## src/fg_pkg.sv

```systemverilog
// shared constants for the self-programming flash access guard
package fg_pkg;

	// ------------------------------------------------------------
	// register map (byte offsets)
	// ------------------------------------------------------------
	localparam logic [7:0] FG_OFS_CTRL = 8'h00;
	localparam logic [7:0] FG_OFS_LOCK = 8'h04;
	localparam logic [7:0] FG_OFS_STAT = 8'h08;

	// ------------------------------------------------------------
	// field positions
	// ------------------------------------------------------------
	localparam int FG_CTRL_REEN  = 0;
	localparam int FG_CTRL_VEC   = 1;
	localparam int FG_LK_APP_LO  = 0;
	localparam int FG_LK_APP_UP  = 1;
	localparam int FG_LK_BOOT_LO = 2;
	localparam int FG_LK_BOOT_UP = 3;
	localparam int FG_ST_BUSY    = 0;
	localparam int FG_ST_HALT    = 1;
	localparam int FG_ST_ACTIVE  = 2;
	localparam int FG_ST_REJ_ST  = 3;
	localparam int FG_ST_REJ_LD  = 4;

	// ------------------------------------------------------------
	// reset values
	// ------------------------------------------------------------
	localparam logic [3:0]  FG_LOCK_RST = 4'hF;
	localparam logic [31:0] FG_ZERO32   = 32'h0000_0000;

	// ------------------------------------------------------------
	// core operations and guard states
	// ------------------------------------------------------------
	typedef enum logic [1:0] {
		FG_OP_ERASE   = 2'h0,
		FG_OP_WRITE   = 2'h1,
		FG_OP_BUFLOAD = 2'h2,
		FG_OP_READ    = 2'h3
	} fg_op_t;

	typedef enum logic [2:0] {
		FG_ST_IDLE = 3'h1,
		FG_ST_CRS  = 3'h2,
		FG_ST_HLT  = 3'h4
	} fg_state_t;

endpackage

```

## src/fg_guard.sv

```systemverilog
// flash self-programming access guard with wishbone registers
// ------------------------------------------------------------
// Notes on behaviour
// - programming concurrent section keeps core running, halting section stays readable
// - programming halting section halts core until the operation ends
// - concurrent section unreadable by any means while programming it
// - section busy flag reads one while concurrent section is blocked
// - boot section always lies inside halting section
// - lock bits set by software or programming port, cleared by chip erase
// - general write lock ignored by program store
// - general read/write lock ignored by program load and store
// - app lock mode 1 places no restriction on application section
// - app lock mode 2 rejects stores, allows loads
// - app lock mode 3 rejects stores and loads from boot code
// - app lock mode 4 rejects loads from boot code, allows stores
// - app modes 3/4, vectors in boot: interrupts off running app code
// - boot lock mode 1 places no restriction on boot section
// - boot lock mode 2 rejects stores, allows loads
// - boot lock mode 3 rejects stores and loads from app code
// - boot lock mode 4 rejects loads from app code, allows stores
// - boot modes 3/4, vectors in app: interrupts off running boot code
// - busy flag cleared by read re-enable after op, or buffer load start
// ------------------------------------------------------------
//
// Added by the designer: the placing of the registers and the Wishbone slave port.
`timescale 1ns/100ps
`default_nettype none

module fg_guard
	import fg_pkg::*;
#(
	parameter int              AW         = 12,
	parameter logic [AW-1:0]   HALT_START = 12'hC00,
	parameter logic [AW-1:0]   BOOT_MIN   = 12'h080
)(
	// clock, reset, enable
	input  wire logic          clk_i,
	input  wire logic          rst_i,
	input  wire logic          ce_i,
	// wishbone slave
	input  wire logic          cyc_i,
	input  wire logic          stb_i,
	input  wire logic          we_i,
	input  wire logic [7:0]    adr_i,
	input  wire logic [3:0]    sel_i,
	input  wire logic [31:0]   dat_i,
	output logic      [31:0]   dat_o,
	output logic               ack_o,
	// core requests
	input  wire logic          op_req_i,
	input  wire logic [1:0]    op_kind_i,
	input  wire logic [AW-1:0] op_addr_i,
	input  wire logic          exec_in_boot_i,
	input  wire logic [AW-1:0] fetch_addr_i,
	// flash engine
	input  wire logic          flash_done_i,
	output logic               flash_start_o,
	output logic               flash_erase_o,
	output logic      [AW-1:0] flash_addr_o,
	output logic               read_grant_o,
	// fuses and programming port
	input  wire logic [1:0]    boot_size_select_i,
	input  wire logic          chip_erase_i,
	input  wire logic          ext_lock_we_i,
	input  wire logic [3:0]    ext_lock_dat_i,
	// core control
	output logic               cpu_halt_o,
	output logic               fetch_block_o,
	output logic               irq_block_o,
	output logic               section_busy_flag_o
);

	// ------------------------------------------------------------
	// state
	// ------------------------------------------------------------
	typedef struct packed {
		fg_state_t     st;
		logic [AW-1:0] addr;
		logic          erase;
		logic          busy;
		logic [3:0]    lock;
		logic          vec_boot;
		logic          rej_st;
		logic          rej_ld;
		logic          start;
		logic          rgrant;
		logic          ack;
		logic [31:0]   dat;
	} fg_regs_t;

	fg_regs_t r_reg;
	fg_regs_t r_next;

	// ------------------------------------------------------------
	// section decode
	// ------------------------------------------------------------
	localparam logic [AW:0] FLASH_WORDS = {1'b1, {AW{1'b0}}};

	logic [AW-1:0] boot_start;
	logic [AW:0]   boot_len;

	always_comb
	begin
		boot_len = {1'b0, BOOT_MIN} << (2'h3 - boot_size_select_i);
		boot_start = AW'(FLASH_WORDS - boot_len);
		if (boot_len > {1'b0, ~HALT_START} + 1'b1)
			boot_start = HALT_START;
	end

	function automatic logic in_boot(input logic [AW-1:0] a);
		return a >= boot_start;
	endfunction

	function automatic logic in_crs(input logic [AW-1:0] a);
		return a < HALT_START;
	endfunction

	// ------------------------------------------------------------
	// lock checks (general lock modes never consulted)
	// ------------------------------------------------------------
	logic app_lo;
	logic app_up;
	logic boot_lo;
	logic boot_up;

	assign app_lo  = r_reg.lock[FG_LK_APP_LO];
	assign app_up  = r_reg.lock[FG_LK_APP_UP];
	assign boot_lo = r_reg.lock[FG_LK_BOOT_LO];
	assign boot_up = r_reg.lock[FG_LK_BOOT_UP];

	function automatic logic store_ok(input logic [AW-1:0] a);
		if (in_boot(a))
			return boot_lo;
		return app_lo;
	endfunction

	function automatic logic load_ok(input logic [AW-1:0] a);
		if (in_boot(a))
			return boot_up || exec_in_boot_i;
		return app_up || !exec_in_boot_i;
	endfunction

	// ------------------------------------------------------------
	// next state
	// ------------------------------------------------------------
	logic bus_req;
	logic bus_wr;
	logic idle;
	logic is_prog;

	assign bus_req = cyc_i && stb_i && !r_reg.ack;
	assign bus_wr  = bus_req && we_i && sel_i[0];
	assign idle    = r_reg.st == FG_ST_IDLE;
	assign is_prog = op_kind_i == FG_OP_ERASE || op_kind_i == FG_OP_WRITE;

	always_comb
	begin
		r_next = r_reg;
		r_next.start = 1'b0;
		r_next.rgrant = 1'b0;
		r_next.ack = bus_req;
		r_next.dat = FG_ZERO32;

		// bus reads
		if (bus_req && !we_i)
		begin
			unique case (adr_i)
				FG_OFS_CTRL: r_next.dat[FG_CTRL_VEC] = r_reg.vec_boot;
				FG_OFS_LOCK: r_next.dat[3:0] = r_reg.lock;
				FG_OFS_STAT:
				begin
					r_next.dat[FG_ST_BUSY]   = r_reg.busy;
					r_next.dat[FG_ST_HALT]   = r_reg.st == FG_ST_HLT;
					r_next.dat[FG_ST_ACTIVE] = !idle;
					r_next.dat[FG_ST_REJ_ST] = r_reg.rej_st;
					r_next.dat[FG_ST_REJ_LD] = r_reg.rej_ld;
				end
				default: r_next.dat = FG_ZERO32;
			endcase
		end

		// bus writes: clears first so that events below win
		if (bus_wr && adr_i == FG_OFS_CTRL)
		begin
			r_next.vec_boot = dat_i[FG_CTRL_VEC];
			if (dat_i[FG_CTRL_REEN] && idle)
				r_next.busy = 1'b0;
		end
		if (bus_wr && adr_i == FG_OFS_LOCK)
			r_next.lock = r_reg.lock & dat_i[3:0];
		if (bus_wr && adr_i == FG_OFS_STAT)
		begin
			if (dat_i[FG_ST_REJ_ST])
				r_next.rej_st = 1'b0;
			if (dat_i[FG_ST_REJ_LD])
				r_next.rej_ld = 1'b0;
		end
		if (ext_lock_we_i)
			r_next.lock = r_next.lock & ext_lock_dat_i;

		// operation end
		if (!idle && flash_done_i)
			r_next.st = FG_ST_IDLE;

		// core requests
		if (op_req_i && idle)
		begin
			if (is_prog)
			begin
				if (store_ok(op_addr_i))
				begin
					r_next.addr = op_addr_i;
					r_next.erase = op_kind_i == FG_OP_ERASE;
					r_next.start = 1'b1;
					if (in_crs(op_addr_i))
					begin
						r_next.st = FG_ST_CRS;
						r_next.busy = 1'b1;
					end
					else
						r_next.st = FG_ST_HLT;
				end
				else
					r_next.rej_st = 1'b1;
			end
			else if (op_kind_i == FG_OP_BUFLOAD)
				r_next.busy = 1'b0;
			else if (load_ok(op_addr_i) && !(r_reg.busy && in_crs(op_addr_i)))
				r_next.rgrant = 1'b1;
			else
				r_next.rej_ld = 1'b1;
		end
		else if (op_req_i && op_kind_i == FG_OP_READ)
		begin
			if (load_ok(op_addr_i) && !in_crs(op_addr_i))
				r_next.rgrant = 1'b1;
			else
				r_next.rej_ld = 1'b1;
		end

		if (chip_erase_i)
			r_next.lock = FG_LOCK_RST;
	end

	// ------------------------------------------------------------
	// registers
	// ------------------------------------------------------------
	always_ff @(posedge clk_i)
	begin
		if (rst_i)
		begin
			r_reg.st <= FG_ST_IDLE;
			r_reg.addr <= '0;
			r_reg.erase <= 1'b0;
			r_reg.busy <= 1'b0;
			r_reg.lock <= FG_LOCK_RST;
			r_reg.vec_boot <= 1'b0;
			r_reg.rej_st <= 1'b0;
			r_reg.rej_ld <= 1'b0;
			r_reg.start <= 1'b0;
			r_reg.rgrant <= 1'b0;
			r_reg.ack <= 1'b0;
			r_reg.dat <= FG_ZERO32;
		end
		else if (ce_i)
			r_reg <= r_next;
	end

	// ------------------------------------------------------------
	// outputs
	// ------------------------------------------------------------
	logic exec_app_blocked;
	logic exec_boot_blocked;

	assign exec_app_blocked  = !app_up && r_reg.vec_boot && !exec_in_boot_i;
	assign exec_boot_blocked = !boot_up && !r_reg.vec_boot && exec_in_boot_i;

	assign dat_o = r_reg.dat;
	assign ack_o = r_reg.ack;
	assign flash_start_o = r_reg.start;
	assign flash_erase_o = r_reg.erase;
	assign flash_addr_o = r_reg.addr;
	assign read_grant_o = r_reg.rgrant;
	assign cpu_halt_o = r_reg.st == FG_ST_HLT;
	assign fetch_block_o = r_reg.busy && in_crs(fetch_addr_i);
	assign irq_block_o = exec_app_blocked || exec_boot_blocked;
	assign section_busy_flag_o = r_reg.busy;

	logic acc_prog;
	assign acc_prog = ce_i && op_req_i && idle && is_prog && store_ok(op_addr_i);
endmodule // fg_guard

`default_nettype wire

```

## config.mk

```make
export PLATFORM = sky130hd
export DESIGN_NAME = fg_guard
export DESIGN_NICKNAME = d
export VERILOG_FILES = /design/src/fg_pkg.sv /design/src/fg_guard.sv
export SDC_FILE = /design/constraint.sdc
export NUM_CORES = 1
export LEC_CHECK = 0
export CELL_PAD_IN_SITES_DETAIL_PLACEMENT = 1
export CELL_PAD_IN_SITES_GLOBAL_PLACEMENT = 1
export CORE_MARGIN = 2
export CORE_UTILIZATION = 38
export DETAILED_ROUTE_END_ITERATION = 8
export DONT_BUFFER_PORTS = 1
export HOLD_SLACK_MARGIN = 0.08
export PLACE_DENSITY_LB_ADDON = 0.1
export SYNTH_ARGS = -nofsm -noshare
export SYNTH_HDL_FRONTEND = slang
export SYNTH_SLANG_ARGS = --single-unit
```

## constraint.sdc

```tcl
create_clock -name clk_i -period 2.25 [get_ports clk_i]
set_input_delay 0.225 -clock clk_i [delete_from_list [all_inputs] [get_ports clk_i]]
set_output_delay 0.225 -clock clk_i [all_outputs]
set_load 0.005 [all_outputs]
```

# Word level (Yosys, flattened, before mapping)
# Cells that the tools add are included.
dict set report word_totals {
  inputBits 87
  mem_bits_ro 0
  latchBits 0
  word_cells 125
  out_inout_bits 52
  ff_bits 59
  ramBits 0
  memories 0
}
dict set report classes {
  addsub 2
  mul 0
  bitwise_logic 2
  n_eq_ne 7
  mux 60
  n_lt_le_gt_ge 4
  shifts 1
  n_div 0
  reduce_logical 37
}
# operator count
set op_table {}
lappend op_table {{1-bit two-way mux} 46}
lappend op_table {{17-bit two-way mux} 2}
lappend op_table {{12-bit < comparator, second input constant} 2}
lappend op_table {{1-bit logical AND} 20}
lappend op_table {{16-bit two-way mux} 1}
lappend op_table {{13-bit by 11-bit > comparator with 1-bit output, second input constant} 1}
lappend op_table {{8-bit by 2-bit left shift with 13-bit output, first input constant} 1}
lappend op_table {{12-bit greater-or-equal comparator} 1}
lappend op_table {{12-bit two-way mux} 1}
lappend op_table {{4-bit two-way mux} 3}
lappend op_table {{1-bit by 12-bit subtractor with 12-bit output, first input constant} 1}
lappend op_table {{1-bit zero test} 9}
lappend op_table {{4-bit AND} 2}
lappend op_table {{8-bit by 3-bit equality test with 1-bit output, second input constant} 1}
lappend op_table {{8-bit by 4-bit equality test with 1-bit output, second input constant} 1}
lappend op_table {{8-bit zero test} 1}
lappend op_table {{3-bit two-way mux} 2}
lappend op_table {{5-bit two-way mux} 1}
lappend op_table {{2-bit equality test, second input constant} 2}
lappend op_table {{1-bit logical OR} 4}
lappend op_table {{2-bit case mux with 2 select lines} 1}
lappend op_table {{4-bit AND reduction} 1}
lappend op_table {{3-bit by 1-bit equality test with 1-bit output, second input constant} 1}
lappend op_table {{3-bit equality test, second input constant} 1}
lappend op_table {{7 further kinds} 7}

# Logic depth before layout (Yosys ltp)
dict set report depth {
  ltp_word 18
  mapped_depth 10
  depth_no_buf 9
}

# Least setup slack after synthesis
# No wires, ideal clock.
dict set report synth_timing {
  path_type {input -> register}
  start {input boot_size_select_i[0]}
  end {register r_reg, in the netlist flash_erase_o}
  path_stages 9
  setup_slack_ns 0.114
  arrival_ns 2.015
  t_required_ns 2.129
  path_buffers 0
  path_cell_list {nand2b_1 ha_1 inv_1 ha_1 o21ai_0 o2bb2ai_2 mux2i_1 nor3_4 mux2_2}
}
dict set report synth_via {
  elab_chain_cells 12
  word_cells_on_any_way 13
  classes_between {add/sub: 2; order compare: 2; shift: 1; mux: 7; reduce/logical: 1}
}
# element line
set synth_lines {}
lappend synth_lines {{start, declared} fg_guard.sv:62} ;# input wire logic [1:0] boot_size_select_i,
lappend synth_lines {{2-bit subtractor *} fg_guard.sv:104} ;# boot_len = {1'b0, BOOT_MIN} << (2'h3 - boot_size_select_i);
lappend synth_lines {{8-bit by 2-bit left shift with 13-bit output *} fg_guard.sv:104}
lappend synth_lines {{1-bit by 12-bit subtractor with 12-bit output or 13-bit by 11-bit > comparator with 1-bit output (tied branches)} {fg_guard.sv:105, fg_guard.sv:106}}
lappend synth_lines {{12-bit two-way mux *} fg_guard.sv:106} ;# if (boot_len > {1'b0, ~HALT_START} + 1'b1)
lappend synth_lines {{12-bit greater-or-equal comparator *} --}
lappend synth_lines {{1-bit two-way mux *} fg_guard.sv:132} ;# if (in_boot(a))
lappend synth_lines {{1-bit two-way mux *} fg_guard.sv:208} ;# if (is_prog)
lappend synth_lines {{1-bit two-way mux *} fg_guard.sv:206} ;# if (op_req_i && idle)
lappend synth_lines {{1-bit two-way mux *} fg_guard.sv:134} ;# return app_lo;
lappend synth_lines {{1-bit two-way mux *} fg_guard.sv:208}
lappend synth_lines {{1-bit two-way mux *} fg_guard.sv:206}
lappend synth_lines {{4-bit AND reduction (no line) *} --}
lappend synth_lines {{end signal, assigned} fg_guard.sv:266} ;# r_reg <= r_next;
lappend synth_lines {{end, declared} fg_guard.sv:91} ;# fg_regs_t r_reg;
# Every way passes the cells marked *; elsewhere a longest branch is shown, timed or not. The select of a mux whose other input is x is not followed.
# A chain may end at the register's enable or synchronous reset.

# Worst setup path in the final report
dict set report layout_timing {
  start {input boot_size_select_i[0]}
  end {register r_reg, in the netlist flash_addr_o[2]}
}
# The elaborated chain is that of the path after synthesis.

==> metrics <==
first-pass GRT wire length=7470 um; Internal Power=979 uW; prevailing post-synth register cell=dfxtp_1; Tightest Pin Transition=645 ps; CP Launch Type=input pin; async set-reset flop share out of synthesis=0; Top Ports=139; Sinks on Clock Net=32; Crit Path Category=in2reg; leakage power total=0.000829 uW; die width=77.4 um; final core utilization=0.397; Slew Viols, Final=0; CP bufs+invs=2; Gate Count Post-Synth=252; clock root cell=clkbuf_8; antenna cells=0; area grow syn2layout=-0.366%; CTS tree=built; crit-path leading delay family=simple AND/OR/NAND/NOR gates; gpl congestion=0.748; most frequent cells in the layout=nand2_1 (44), dfxtp_1 (32), conb_1 (27); switching pwr=313 uW; Placed Area=0.00190 mm^2; Gate power share=0.119; WL/cell=15.2 um; period utilisation layout=0.848; pre-CTS setup slack=53.7 ps; GRT overflow=0; Clk Latency, worst-skew pair=280 ps; Largest register FFs=12; FF+latch count, synth=32; Netlist cell types=47; layout cell share with drive strength beyond 1=0.0661; worst-path maximum fanout=8; Buffers on Ports=0; number of global-route vias before repair=1466; Vias/cell=5.01; total track usage=0.155; setup_tns=0 ps; Rel. slew slack=0.570; H-tree depth=2; Seq/Total Area, Yosys=0.313; maximum clock rate=524 MHz; crit path time final=1910 ps; critical path required time=2460 ps; die height=77.4 um; power per cell area=633 mW/mm^2; Post-Syn Area=0.00205 mm^2; status=finished clean; Initial Utilization=0.398; DRT iter0 DRCs=32; initial antenna violation count=0; post-DP HPWL=3590 um; max-cap violation count=0; clock skew=5.42 ps; min setup slack post-route=341 ps; Detailed Route WL=4740 um; core area=0.00514 mm^2; Synth Warn #=0; power consumption=1290 uW; Crit. End Element=register; crit-path cells=nand2b_1 -> ha_1 -> and2_1 -> ha_1 -> nor3_1 -> o2bb2ai_2 -> mux2i_1 -> buf_4 -> nor3_4 -> buf_4 -> mux2i_1; Final Hold Viols=0; final setup fails=0; drt pass-1 iters=4; final instance area=0.00204 mm^2; EDFF count, synth=0; largest net degree at the start of global routing=22; maximum vdd drop=0.000275 V; critical path's slowest cell=buf_4; Post-CTS Setup Inserts=0; clock buffer depth=2; NumNets Final=333; Arr. time, crit path=2120 ps; most common cell after layout, fill and taps aside=nand2_1; Num CTS Buffers=5; Sw Share=0.242; Hold WC Path Type=in2reg; antenna viol nets, final=0; sequential power share=0.464; die area=0.00599 mm^2; Fillers=669; syn avg cell area=8.13 um^2; RSZ-0062 raised after global routing=false; DRC Markers=0; DR vias=1562; Rows=26; Critical Path Max Stage Delay=240 ps; Clock transition at path regs=70 ps; clock share of power=0.417; post-CTS sizing=0
cells by family after synthesis:
kind of cell	count (synthesis)	share of synthesized area
adder cells (fa/ha/maj)	5	0.0305
buffers and inverters	56	0.187
AO/OA/AOI/OAI	44	0.155
multiplexers	17	0.0837
AND/OR/NAND/NOR	97	0.229
flip-flops	32	0.313
other	1	0.00183
power by group through the flow:
stage / clock network, uW / registers [uW] / logic (uW)
finish: 538 / 600 / 154
global route: 583 / 602 / 175
CTS: 554 / 600 / 154
detailed placement: 0 / 613 / 147
global placement: 0 / 612 / 146
floorplan: 0 / 606 / 173
what timing repair did:
action / 4_1_cts / 5_1_grt
hold buffers: 3 / 0
hold endpoints to repair: 10 / 0
setup endpoints to repair: 0 / 0
cells in the mapped netlist (all sizes together) (2+ instances only):
master / n / share of area
inv: 4 / 0.0073
a32o: 2 / 0.0098
buf: 46 / 0.17
nor2b: 9 / 0.027
clkbuf: 6 / 0.011
mux2i: 16 / 0.078
dfxtp: 32 / 0.31
nor3b: 2 / 0.0098
a21oi: 9 / 0.022
nand2: 44 / 0.081
ha: 5 / 0.031
nand2b: 4 / 0.012
o21a: 2 / 0.0073
o211ai: 2 / 0.0073
nor2: 19 / 0.035
o311ai: 2 / 0.0086
a21o: 4 / 0.015
a22o: 2 / 0.0086
nand3: 3 / 0.0073
o22ai: 4 / 0.012
and3: 2 / 0.0061
nand4: 4 / 0.012
o21ai: 5 / 0.012
and2: 2 / 0.0061
nor3: 3 / 0.013
a211oi: 2 / 0.0073
per-stage QoR:
step,hold slack (ps),instances
3_5_place_dp,300,301
3_3_place_gp,299,301
6_report,82.1,312
5_1_grt,82.2,312
2_1_floorplan,367,278
4_1_cts,80.8,312
layer usage:
metal  track usage  part of all wire  up-vias
li1              -                 -      776
met4        0.0375             0.010        0
met3        0.0488             0.065        4
met2         0.249              0.46       51
met5             0                 0        -
met1         0.203              0.47      731
layout make-up:
class / instances / area [um^2] / share of cell area
tap: 70 / 87.6 / 0.0429
sequential: 32 / 641 / 0.314
multi-input combinational: 190 / 1120 / 0.550
timing repair buffer: 8 / 67.6 / 0.0331
inverter: 4 / 15.0 / 0.00736
clock inverter: 2 / 35.0 / 0.0172
clock buffer: 6 / 72.6 / 0.0356
final timing paths:
check | start | endpoint | slack (ps) | depth (start not counted)
min | op_addr_i[1] | flash_addr_o[1] | 80 | 2
min reg2reg | flash_addr_o[5] | flash_addr_o[5] | 480 | 2
max reg2reg | r_reg[56] | flash_addr_o[2] | 740 | 5
max | boot_size_select_i[0] | flash_addr_o[2] | 340 | 11
worst register-to-register path, stage by stage, from the launching register on:
cell and delay, ps:
dfxtp_1 350, nor3b_2 210, nand3_1 190, nor3_4 260, buf_4 240, mux2i_1 200
(Power assumes the default switching activity.)
